### src/design/pwr_seq_pkg.sv
// constants and types for the power-up and mode sequencer
// **********************************************************
// Notes on behaviour
// - two modes, standby and active, changed only by a host command. the code also forces standby whenever the sequencer is not in ST_RUN.
// - standby runs only processor and peripherals; mirror array parked, no image.
// - active enables every functional block for internal or external video.
// - while power_on_sense is low, every pin is high impedance.
// - rising power_on_sense releases primary_pll reset; all else stays in reset.
// - rest of logic held a further 60 ms for pll lock.
// - after 60 ms the processor resets release and boot begins.
// - after any reset: normal power, processor running, other blocks held. the code stays off after the warning reset until rst_n_i or a new sense_rise.
// - power_good_warning low parks mirror array, then resets the system.
// **********************************************************
package pwr_seq_pkg;

  localparam int unsigned CLOCK_MHZ = 250;
  localparam int unsigned PLL_LOCK_MS = 60;
  localparam int unsigned PLL_LOCK_CYCLES = PLL_LOCK_MS * 1000 * CLOCK_MHZ;
  localparam int unsigned PARK_CYCLES_DEFAULT = 16;
  localparam logic [1:0] SYNC_RESET_VALUE = 2'h0;

  typedef enum logic [2:0] {
    ST_OFF,
    ST_PLL_WAIT,
    ST_RUN,
    ST_PARK
  } seq_state_t;

  typedef enum logic {
    MODE_STANDBY,
    MODE_ACTIVE
  } func_mode_t;

  // host command carrier
  typedef struct packed {
    logic valid;
    func_mode_t mode;
  } mode_cmd_t;

  // block enables and reset releases
  typedef struct packed {
    logic primary_pll_run;
    logic cpu_run;
    logic periph_run;
    logic video_run;
    logic mirror_array_run;
    logic pins_oe_n;
  } domain_ctrl_t;

endpackage : pwr_seq_pkg

### src/design/display_ctrl_power_mode_sequencer.sv
// power-up reset sequencing and standby/active mode control
`timescale 1ns/1ps
`default_nettype none

module display_ctrl_power_mode_sequencer
  import pwr_seq_pkg::*;
#(
  parameter int unsigned LOCK_CYCLES = PLL_LOCK_CYCLES,
  parameter int unsigned PARK_CYCLES = PARK_CYCLES_DEFAULT
) (
  // clock and reset
  input wire logic clock_i,
  input wire logic rst_n_i,
  // power monitor pins
  input wire logic power_on_sense_i,
  input wire logic power_good_warning_n_i,
  // host command
  input wire mode_cmd_t mode_cmd_i,
  // status from the mirror array driver
  input wire logic mirror_array_parked_i,
  // domain controls
  output var domain_ctrl_t domain_ctrl_o,
  output logic mirror_array_park_o,
  output var func_mode_t mode_o,
  output logic cpu_booting_o
);

  // **********************************************************
  // input synchronisers
  // **********************************************************
  // shift one pin sample into a two-flop chain; logic reads bit 1 only
  function automatic logic [1:0] sync_shift(input logic [1:0] chain, input logic pin);
    sync_shift = {chain[0], pin};
  endfunction

  logic [1:0] sense_sync;
  logic [1:0] pgood_sync;
  logic sense_prev;
  logic [1:0] parked_sync;

  always_ff @(posedge clock_i) begin
    if (!rst_n_i) begin
      sense_sync <= SYNC_RESET_VALUE;
      sense_prev <= 1'b0;
    end else begin
      sense_sync <= sync_shift(sense_sync, power_on_sense_i);
      sense_prev <= sense_sync[1];
    end
  end

  // the warning chain resets to its idle high level, so a reset never
  // looks like a supply loss for the two cycles the chain takes to fill
  always_ff @(posedge clock_i) begin
    if (!rst_n_i) begin
      pgood_sync <= ~SYNC_RESET_VALUE;
      parked_sync <= SYNC_RESET_VALUE;
    end else begin
      pgood_sync <= sync_shift(pgood_sync, power_good_warning_n_i);
      parked_sync <= sync_shift(parked_sync, mirror_array_parked_i);
    end
  end

  // sense_prev resets low: a pin already high at reset release restarts
  // the whole sequence, which is the intended behaviour of a system reset
  wire logic sense_high = sense_sync[1];
  wire logic sense_rise = sense_sync[1] && !sense_prev;
  wire logic supply_fail = !pgood_sync[1];
  wire logic parked = parked_sync[1];

  // **********************************************************
  // sequencer
  // **********************************************************
  seq_state_t state;
  seq_state_t next_state;
  logic [31:0] count;
  logic [31:0] next_count;
  func_mode_t mode;
  func_mode_t next_mode;

  wire logic lock_done = (count >= LOCK_CYCLES - 1);
  // park timeout guards against a driver that never reports parked
  wire logic park_done = parked || (count >= PARK_CYCLES - 1);

  always_comb begin
    next_state = state;
    next_count = count + 32'h1;
    case (state)
      ST_OFF: begin
        next_count = 32'h0;
        if (sense_rise) begin
          next_state = ST_PLL_WAIT;
        end
      end
      ST_PLL_WAIT: begin
        if (lock_done) begin
          next_state = ST_RUN;
          next_count = 32'h0;
        end
      end
      ST_RUN: begin
        next_count = 32'h0;
        if (supply_fail) begin
          next_state = ST_PARK;
        end
      end
      ST_PARK: begin
        if (park_done) begin
          next_state = ST_OFF;
          next_count = 32'h0;
        end
      end
      default: begin
        next_state = ST_OFF;
        next_count = 32'h0;
      end
    endcase
    // losing power_on_sense always drops back to full reset
    if (!sense_high) begin
      next_state = ST_OFF;
      next_count = 32'h0;
    end
  end

  always_comb begin
    next_mode = mode;
    if (state != ST_RUN) begin
      next_mode = MODE_STANDBY;
    end else if (mode_cmd_i.valid) begin
      next_mode = mode_cmd_i.mode;
    end
  end

  always_ff @(posedge clock_i) begin
    if (!rst_n_i) begin
      state <= ST_OFF;
      count <= 32'h0;
      mode <= MODE_STANDBY;
    end else begin
      state <= next_state;
      count <= next_count;
      mode <= next_mode;
    end
  end

  // **********************************************************
  // domain controls
  // **********************************************************
  // processor side stays up through park so it can watch the array settle
  function automatic logic cpu_side_up(input seq_state_t s);
    cpu_side_up = (s == ST_RUN) || (s == ST_PARK);
  endfunction

  wire logic in_run = (state == ST_RUN);
  wire logic cpu_up = cpu_side_up(state);
  wire logic is_active = in_run && (mode == MODE_ACTIVE);
  // true only in the cycle before cpu_run rises, so the mark lines up with it
  wire logic boot_start = cpu_up && !domain_ctrl_o.cpu_run;
  domain_ctrl_t next_ctrl;

  assign next_ctrl.pins_oe_n = !cpu_up;
  assign next_ctrl.primary_pll_run = (state != ST_OFF);
  assign next_ctrl.cpu_run = cpu_up;
  assign next_ctrl.periph_run = cpu_up;
  assign next_ctrl.video_run = is_active;
  assign next_ctrl.mirror_array_run = is_active;

  // **********************************************************
  // registered outputs
  // **********************************************************
  // reset leaves pins floating until the sequence runs and the array parked until active mode
  always_ff @(posedge clock_i) begin
    if (!rst_n_i) begin
      domain_ctrl_o <= '{default: 1'b0, pins_oe_n: 1'b1};
      mirror_array_park_o <= 1'b1;
    end else begin
      domain_ctrl_o <= next_ctrl;
      mirror_array_park_o <= !is_active;
    end
  end

  always_ff @(posedge clock_i) begin
    if (!rst_n_i) begin
      cpu_booting_o <= 1'b0;
      mode_o <= MODE_STANDBY;
    end else begin
      cpu_booting_o <= boot_start;
      mode_o <= mode;
    end
  end

endmodule // display_ctrl_power_mode_sequencer

`default_nettype wire

### config.mk
export PLATFORM = sky130hd
export DESIGN_NAME = display_ctrl_power_mode_sequencer
export DESIGN_NICKNAME = d
export VERILOG_FILES = /design/src/design/pwr_seq_pkg.sv /design/src/design/display_ctrl_power_mode_sequencer.sv
export SDC_FILE = /design/constraint.sdc
export NUM_CORES = 1
export LEC_CHECK = 0
export ABC_CLOCK_PERIOD_IN_PS = 2200
export BUFFER_PORTS_ARGS = -buffer_cell sky130_fd_sc_hd__clkbuf_2
export CORE_ASPECT_RATIO = 1.5
export CORE_MARGIN = 8
export CORE_UTILIZATION = 57
export DETAILED_ROUTE_END_ITERATION = 7
export GPL_TIMING_DRIVEN = 1
export PLACE_DENSITY = 0.88
export SLEW_MARGIN = 5
export SYNTH_ARGS = -nofsm -noshare
export SYNTH_HDL_FRONTEND = slang
export SYNTH_SLANG_ARGS = --single-unit
export TNS_END_PERCENT = 50
### constraint.sdc
create_clock -name clock_i -period 2.2 [get_ports clock_i]
set_input_delay 0.11 -clock clock_i [delete_from_list [all_inputs] [get_ports clock_i]]
set_output_delay 0.11 -clock clock_i [all_outputs]
set_load 0.01 [all_outputs]
==> results.cfg, run 1 <==
[die]
io-pin-count = 16
die_x_um = 63.3
start_util = 0.577
placeableCoreArea_um2 = 3320
dieArea_um2 = 5510
rows = 26
die_y_um = 87

[place]
portBuffers = 15
placed_cell_area_um2 = 2040
dp_hpwl_um = 2430
globalplace.congestion = 0.919
dp_slack_ns = 0.162
dp.cells = 263

[setup_path]
r2r_slack_ns = 0.14
reg2regPathDepth = 5
cp_top_family = simple AND/OR/NAND/NOR gates
crit_buf_inv = 0
crit_chain = or4_4 > nor4_2 > a211oi_1 > or4_1 > a21boi_1
path_max_fanout = 5
critical-path-max-stage-delay_ns = 0.56
critical_path_class = flip-flop to flip-flop
r2r-start = count[20]
r2r-end = state[0]
crit_path_start_kind = flip-flop
cp_data_arrival_time_ns = 2.30
cp-end-kind = flip-flop
cpMaxStageDelayCell = or4_4
required_ns = 2.44

[synth]
synthAdderAreaFrac = 0.0327
ys.flop_type = dfxtp_1
synth_seq_cells = 49
synth-simple-area-share = 0.266
yosys_warnings = 0
synth_area_um2 = 1920
synth.avg_cell_area_um2 = 9.30
postSynth.asyncResetShare = 0
synth.distinct_cells = 36
ys_seq_area_frac = 0.512
synth_edf_count = 0
synth_top_family_by_area = simple AND/OR/NAND/NOR gates
synth-xor-area-share = 0.0960
syn_inst = 206
synth_compound_area_frac = 0.0418
synthMuxAreaShare = 0.0105

[routing]
num_vias = 1433
routedWlPerCell_um = 12.1
first_pass_iters = 6
vias_per_cell = 5.23
drt_iter0_markers = 51
drc_errors = 0
routed_wl_um = 3320
drtAntennaViolNets = 0

[global_routing]
overflow = 0
grtUsageTotal = 0.131
grt_max_degree = 18
grt_pass1_vias = 1340
grt_antenna_before_repair = 0
grt_pass1_wl_um = 5770

[cts]
cts_buffers = 5
root_buffer = clkbuf_8
cts_tree = yes
cts.path.max_buffers = 2
clk_pin_slew_ns = 0.09
htree_levels = 2
postCtsSetupBuffers = 0
cts.sinks = 49
worstSkewPairLatency_ns = 0.31

[cells_and_area]
area_delta_synth_final_pct = 13.0
fillCellCount = 292
fin_cells = 274
fin_area_um2 = 2160
drive_above_1_share = 0.125
utilization = 0.652
diodes = 0
fin_nets = 243

[power_and_ir_drop]
power.density_nw_per_um2 = 677
p_leak_nw = 0.761
ir_worst_vdd_v = 0.000574
power_mw = 1.47

[status]
outcome = finished clean

[timing]
finalSetupViolations = 0
maxSlewViolCount = 0
fin_ws_ns = 0.141
tightest_slew_ns = 0.491
fmax_mhz = 486
period_needed_ns = 2.06
maxSlewHeadroom = 0.670
skew_ns = 0.00808
whs_ns = 0.0418
fin_setup_tns_ns = 0
rsz0062_at_grt = no
period_share = 0.936
finalHoldViolCount = 0

[min_path]
hold_class = input port to flip-flop
min_path_cells = 3
hp-start = mode_cmd_i[0]
holdPathEnd = mode

[flow_run]
max-cap-violations = 0
## registers in the layout, indices dropped and copies added (netlist names)
signal and flops:
mirror_array_park_o 1, mode 1, mode_o 1, cpu_booting_o 1, sense_sync 2, state 2, pgood_sync 2, parked_sync 2
count 32, sense_prev 1, domain_ctrl_o 4
## kinds of logic after synthesis
group           count (synthesis)
xor+xnor                       21
fa+ha+maj                       5
flops                          49
simple gates                  100
other cells                     1
compound gates                 11
mux                             2
buf+inv                        17
## repair_timing
item	4_1_cts	5_1_grt
resized for setup	0	0
hold buffers	3	0
hold endpoints to repair	3	0
## cells in the final DEF (no fill, tap or decap), types with 2 or more instances in the layout
cell           instances
dfxtp_1               49
nor2_1                34
xnor2_1               15
clkbuf_2              15
nand2_1               14
nor4_1                13
nand3_1               11
inv_1                  8
conb_1                 8
and2_1                 6
xor2_1                 6
ha_1                   5
clkbuf_8               5
nand4_1                4
nand2b_1               4
o21ai_0                3
nor3_1                 3
dlygate4sd3_1          3
or4_1                  2
or3_1                  2
mux2i_1                2
inv_6                  2
buf_4                  2
## worst reg2reg max path, stage by stage, from the launching register on
cell and delay (ns):
dfxtp_1 0.37, or4_4 0.56, nor4_2 0.25, a211oi_1 0.16, or4_1 0.52, a21boi_1 0.14
## metal layers
metal | track usage | wire, µm | part of all wire
met5 | 0 | 0 | 0
met4 | 0.0855 | 117 | 0.035
met3 | 0.0451 | 159 | 0.048
met2 | 0.229 | 1670 | 0.50
met1 | 0.129 | 1370 | 0.41
## cells in the mapped netlist, drive strengths merged, types with 2 or more instances
cell type	number	area, µm²
nor3	3	15.0
nand3	12	65.1
nand4	4	25.0
clkbuf	5	18.8
xor2	6	52.6
or3	2	12.5
inv	8	30.0
o21ai	3	15.0
dfxtp	49	981
or4	3	26.3
nand2	14	52.6
nor4	14	93.8
and2	6	37.5
nand2b	4	25.0
xnor2	15	131
ha	5	62.6
nor2	34	128
mux2i	2	20.0
buf	4	25.0
## report_power, final
group          internal (mW)  switching [mW]
sequential             0.900         0.00357
clock                  0.232           0.307
combinational         0.0137          0.0101
## final cells by class
class	instances	area, µm²	area share
clock buffer	5	68.8	0.0318
sequential	49	981	0.453
timing repair buffer	20	120	0.0555
clock inverter	3	25.0	0.0116
inverter	8	30.0	0.0139
multi-input combinational	147	887	0.410
tap	42	52.6	0.0243
## worst max path at each step
stage               from  endpoint  slack (ns)  depth (start not counted)
2_1_floorplan  count[20]  state[0]        0.25                          5
4_1_cts        count[20]  state[0]        0.15                          5
6_report       count[20]  state[0]        0.14                          5
5_1_grt         state[1]  count[0]       0.009                          7
3_3_place_gp   count[20]  state[0]        0.19                          5
3_5_place_dp   count[20]  state[0]        0.16                          5
(Power assumes the default switching activity.)
==> run 2, diff against run 1 <==
--- a/config.mk
+++ b/config.mk
@@ -6,13 +6,13 @@
 export NUM_CORES = 1
 export LEC_CHECK = 0
 export ABC_CLOCK_PERIOD_IN_PS = 2200
-export BUFFER_PORTS_ARGS = -buffer_cell sky130_fd_sc_hd__clkbuf_2
 export CORE_ASPECT_RATIO = 1.5
 export CORE_MARGIN = 8
 export CORE_UTILIZATION = 57
 export DETAILED_ROUTE_END_ITERATION = 7
+export DONT_BUFFER_PORTS = 1
 export GPL_TIMING_DRIVEN = 1
-export PLACE_DENSITY = 0.88
+export PLACE_DENSITY = 0.83
 export SLEW_MARGIN = 5
 export SYNTH_ARGS = -nofsm -noshare
 export SYNTH_HDL_FRONTEND = slang
==> results.cfg, run 2 (synthesized netlist as in run 1, its figures left out) <==
[status]
outcome = finished clean

[routing]
routedWlPerCell_um = 13.2
num_vias = 1388
vias_per_cell = 5.32
drt_iter0_markers = 27
drtAntennaViolNets = 0
routed_wl_um = 3440
drc_errors = 0
first_pass_iters = 4

[cells_and_area]
diodes = 0
final_cell_mix = 49 x dfxtp_1, 34 x nor2_1, 15 x xnor2_1, 14 x nand2_1, 13 x nor4_1
drive_above_1_share = 0.0594
regMostFlops = count
largest_reg_flops = 32
largestRegisters = count (32), domain_ctrl_o (4)
final_common_cell = dfxtp_1
area_delta_synth_final_pct = 10.1
fin_nets = 230
fin_cells = 261

[timing]
finalHoldViolCount = 0
skew_ns = 0.00982
maxSlewHeadroom = 0.669
period_share = 0.935
fin_setup_tns_ns = 0
tightest_slew_ns = 0.494
fmax_mhz = 486
period_needed_ns = 2.06
rsz0062_at_grt = no
maxSlewViolCount = 0
finalSetupViolations = 0

[cts]
postCtsSetupBuffers = 0
htree_levels = 2
postCtsResizedCells = 0
cts.sinks = 49
worstSkewPairLatency_ns = 0.30
cts_tree = yes
root_buffer = clkbuf_8
clk_pin_slew_ns = 0.08
cts.path.max_buffers = 2
cts_buffers = 5

[setup_path]
cp-end-kind = flip-flop
reg2regPathDepth = 5
r2r_slack_ns = 0.14
required_ns = 2.43
cp_data_arrival_time_ns = 2.29
crit_path_start_kind = flip-flop
critical_path_class = flip-flop to flip-flop
r2r-end = state[0]
r2r-start = count[19]
path_max_fanout = 6

[die]
start_util = 0.577
placeableCoreArea_um2 = 3320
rows = 26
die_x_um = 63.3
io-pin-count = 16
die_y_um = 87
dieArea_um2 = 5510

[place]
dp_hpwl_um = 2400
globalplace.congestion = 0.772
portBuffers = 0
dp.cells = 247

[min_path]
hp-start = rst_n_i
holdPathEnd = sense_prev
min_path_cells = 1
hold_class = input port to flip-flop

[flow_run]
max-cap-violations = 0

[global_routing]
grtUsageTotal = 0.125
overflow = 0
grt_pass1_vias = 1325
grt_pass1_wl_um = 5620
grt_max_degree = 25
grt_antenna_before_repair = 0

[power_and_ir_drop]
p_leak_nw = 0.706
power.density_nw_per_um2 = 682
ir_worst_vdd_v = 0.000615
power_mw = 1.44
==> run 2: cell types whose count changed in the layout (fill, tap and decap cells not counted) <==
cell | previous run | this run
buf_4 | 2 | 1
clkbuf_2 | 15 | 0
clkinv_2 | 0 | 1
clkinv_4 | 0 | 2
clkinvlp_4 | 1 | 0
dlygate4sd3_1 | 3 | 6
inv_6 | 2 | 0
==> run 2: power breakdown <==
group	leakage [nW]	internal, mW	total, mW	switching, mW
Sequential	0.399	0.900	0.903	0.00378
Combinational	0.259	0.0136	0.0237	0.0101
Clock	0.0481	0.225	0.512	0.287
==> run 2: worst max path at each step <==
stage / start / endpoint / slack (ns) / cells past startpoint
floorplan: count[20] / state[0] / 0.25 / 5
global placement: count[20] / state[0] / 0.21 / 5
detailed placement: count[20] / state[0] / 0.17 / 5
CTS: count[19] / state[0] / 0.14 / 5
global route: count[26] / count[20] / 0.07 / 6
finish: count[19] / state[0] / 0.14 / 5
==> run 2: timing repair <==
item	in CTS	in global routing
hold buffers	6	0
setup endpoints to repair	0	0
endpoints found under the hold margin	12	0
==> run 2: per-layer routing <==
metal | share of wire | global-route usage | wire (µm) | vias to the layer above
met1 | 0.38 | 0.116 | 1320 | 645
met2 | 0.57 | 0.251 | 1950 | 29
met4 | 0.017 | 0.0509 | 60 | 0
li1 | - | - | - | 706
met5 | 0 | 0 | 0 | -
met3 | 0.032 | 0.0284 | 110 | 8
==> run 2: layout make-up <==
| class | instances | area [µm²] |
|---|---|---|
| Sequential cell | 49 | 981 |
| Fill cell | 283 | 1210 |
| Tap cell | 42 | 52.6 |
| Inverter | 8 | 30.0 |
| Timing Repair Buffer | 7 | 67.6 |
| Multi-Input combinational cell | 147 | 887 |
| Clock buffer | 5 | 68.8 |
| Clock inverter | 3 | 22.5 |
==> run 2: stage by stage <==
step	hold slack [ns]	util	setup WS, ns	instance area, µm²
final	0.0809	0.636	0.144	2110
after global routing	0.0888	0.636	0.0676	2110
after CTS	0.0697	0.636	0.145	2110
after detailed placement	0.189	0.590	0.171	1960
after global placement	0.184	0.590	0.207	1960
after floorplan	0.183	-	0.253	1940
==> run 2: critical path: stages, from the launching register on <==
cell and delay, ns:
dfxtp_1 0.37, or4_4 0.54, nor4_2 0.25, a211oi_1 0.16, or4_1 0.53, a21boi_1 0.14
==> run 3, diff against run 2 <==
--- a/config.mk
+++ b/config.mk
@@ -5,6 +5,7 @@
 export SDC_FILE = /design/constraint.sdc
 export NUM_CORES = 1
 export LEC_CHECK = 0
+export ABC_AREA = 1
 export ABC_CLOCK_PERIOD_IN_PS = 2200
 export CORE_ASPECT_RATIO = 1.5
 export CORE_MARGIN = 8
@@ -13,6 +14,7 @@
 export DONT_BUFFER_PORTS = 1
 export GPL_TIMING_DRIVEN = 1
 export PLACE_DENSITY = 0.83
+export SETUP_SLACK_MARGIN = 0.15
 export SLEW_MARGIN = 5
 export SYNTH_ARGS = -nofsm -noshare
 export SYNTH_HDL_FRONTEND = slang
==> results.cfg, run 3 <==
[setup_path]
r2r_slack_ns = 0.42
cp_num_cells = 11
critical-path-max-stage-delay_ns = 0.34
crit_start = count[0]
r2r-start = count[0]
crit_buf_inv = 1
required_ns = 2.42
path_common_cell = nand2_1
cp_top_family = simple AND/OR/NAND/NOR gates
cp-end-kind = flip-flop
endpoint = count[12]
reg2regPathDepth = 11
crit_chain = ha_1 > nand3_2 > nor2_4 > o21ai_0 > nand2_1 > nand2_1 > nand2_1 > nand2_1 > nand2_1 > buf_4 > nor3b_1
crit_path_start_kind = flip-flop
r2r-end = count[12]
path_max_fanout = 11
cp_data_arrival_time_ns = 2.00
critical_path_class = flip-flop to flip-flop
cpMaxStageDelayCell = dfxtp_1

[cts]
cts.path.max_buffers = 2
cts_buffers = 5
clk_pin_slew_ns = 0.09
root_buffer = clkbuf_8
htree_levels = 2
worstSkewPairLatency_ns = 0.30
cts_tree = yes
postCtsResizedCells = 0
cts.sinks = 49

[cells_and_area]
utilization = 0.653
final_cell_mix = 52 x nor2_1, 49 x nand2_1, 49 x dfxtp_1, 42 x inv_1, 11 x nor3_1
final_common_cell = nor2_1
drive_above_1_share = 0.0856
diodes = 0
largest_reg_flops = 32
fin_nets = 303
largestRegisters = count (32), domain_ctrl_o (4)
regMostFlops = count
area_delta_synth_final_pct = 12.7

[timing]
period_needed_ns = 1.78
fmax_mhz = 562
finalHoldViolCount = 0
finalSetupViolations = 0
period_share = 0.809
skew_ns = 0.0103
rsz0062_at_grt = no
maxSlewViolCount = 0
fin_setup_tns_ns = 0
fin_ws_ns = 0.421

[routing]
drtAntennaViolNets = 0
num_vias = 1679
routedWlPerCell_um = 11.6
routed_wl_um = 3870
drt_iter0_markers = 36
first_pass_iters = 5
drc_errors = 0
vias_per_cell = 5.01

[min_path]
hold_class = flip-flop to flip-flop

[synth]
synth_top_cell_by_area = dfxtp_1
ys.flop_type = dfxtp_1
postSynth.asyncResetShare = 0
synth_seq_cells = 49
synth_edf_count = 0
synth_top_area_frac = 0.473
synth.distinct_cells = 27
yosys_warnings = 0
ys_seq_area_frac = 0.473
synth.avg_cell_area_um2 = 7.58
syn_inst = 274
synth.area.top_cells = dfxtp_1 47%, nor2_1 9.4%, nand2_1 8.9%
synth_most_common_cell = nor2_1
synth_area_um2 = 2080
synth_commonest_cells = 52 x nor2_1, 49 x dfxtp_1, 49 x nand2_1, 42 x inv_1, 11 x nor3_1

[global_routing]
grt_max_degree = 17
grt_pass1_wl_um = 6860
grt_antenna_before_repair = 0
overflow = 0
grtUsageTotal = 0.142
grt_pass1_vias = 1706

[die]
io-pin-count = 16
placeableCoreArea_um2 = 3580
die_x_um = 65.3
die_y_um = 89.9
rows = 27
start_util = 0.580
dieArea_um2 = 5870

[status]
outcome = finished clean

[power_and_ir_drop]
power.density_nw_per_um2 = 720
ir_worst_vdd_v = 0.000671
p_leak_nw = 0.980

[place]
dp_hpwl_um = 2880
portBuffers = 0
globalplace.congestion = 0.913
dp_slack_ns = 0.486

[flow_run]
max-cap-violations = 0
## run 3: area by class of cell
type                            count  area [µm²]
Sequential cell                    49         981
Timing Repair Buffer                8        75.1
Clock buffer                        5        68.8
Clock inverter                      3        68.8
Fill cell                         316        1240
Tap cell                           43        53.8
Multi-Input combinational cell    185         935
Inverter                           42         158
## run 3: metal layers
| metal | vias up | part of all wire | track usage | wire [µm] |
|---|---|---|---|---|
| met4 | 0 | 0.031 | 0.0804 | 121 |
| met3 | 12 | 0.043 | 0.0385 | 166 |
| met1 | 760 | 0.38 | 0.130 | 1470 |
| met2 | 33 | 0.55 | 0.264 | 2120 |
| met5 | - | 0 | 0 | 0 |
| li1 | 874 | - | - | - |
## run 3: worst min-delay path by stage
stage	start	endpoint	slack (ns)	cells past startpoint
6_report	pgood_sync[0]	pgood_sync[1]	0.42	1
5_1_grt	pgood_sync[0]	pgood_sync[1]	0.44	1
4_1_cts	pgood_sync[0]	pgood_sync[1]	0.42	1
3_5_place_dp	rst_n_i	parked_sync[1]	0.21	2
3_3_place_gp	rst_n_i	parked_sync[0]	0.21	2
2_1_floorplan	mirror_array_parked_i	parked_sync[0]	0.21	2
## run 3: through the flow
stage	hold WS, ns	area (µm²)	cells	power (mW)
2_1_floorplan	0.208	2100	281	0.939
3_3_place_gp	0.207	2140	321	0.939
3_5_place_dp	0.213	2140	321	0.940
4_1_cts	0.423	2340	335	1.70
5_1_grt	0.437	2340	335	1.73
6_report	0.423	2340	335	1.69
## run 3: cell families (layout without fill, tap and decap cells)
family                     count (synthesis)  after routing  synth area share
adders and majority gates                  5              5            0.0301
and+or+nand+nor                          151            151             0.344
buffers and inverters                     47             58            0.0898
xor gates and xnor gates                   5              5            0.0211
AOI/OAI and AO/OA                         16             16            0.0404
DFF                                       49             49             0.473
other                                      1              8           0.00181
## run 3: report_power, final
| part | leakage (nW) | internal, mW | switching (mW) | total, mW |
|---|---|---|---|---|
| Combinational | 0.512 | 0.0131 | 0.0130 | 0.0261 |
| Clock | 0.0687 | 0.457 | 0.297 | 0.755 |
| Sequential | 0.399 | 0.900 | 0.00410 | 0.904 |
## run 3: what timing repair did
item	4_1_cts	5_1_grt
buffers inserted	0	0
endpoints found under the setup margin	0	0
endpoints found under the hold margin	11	0
hold buffers	6	0
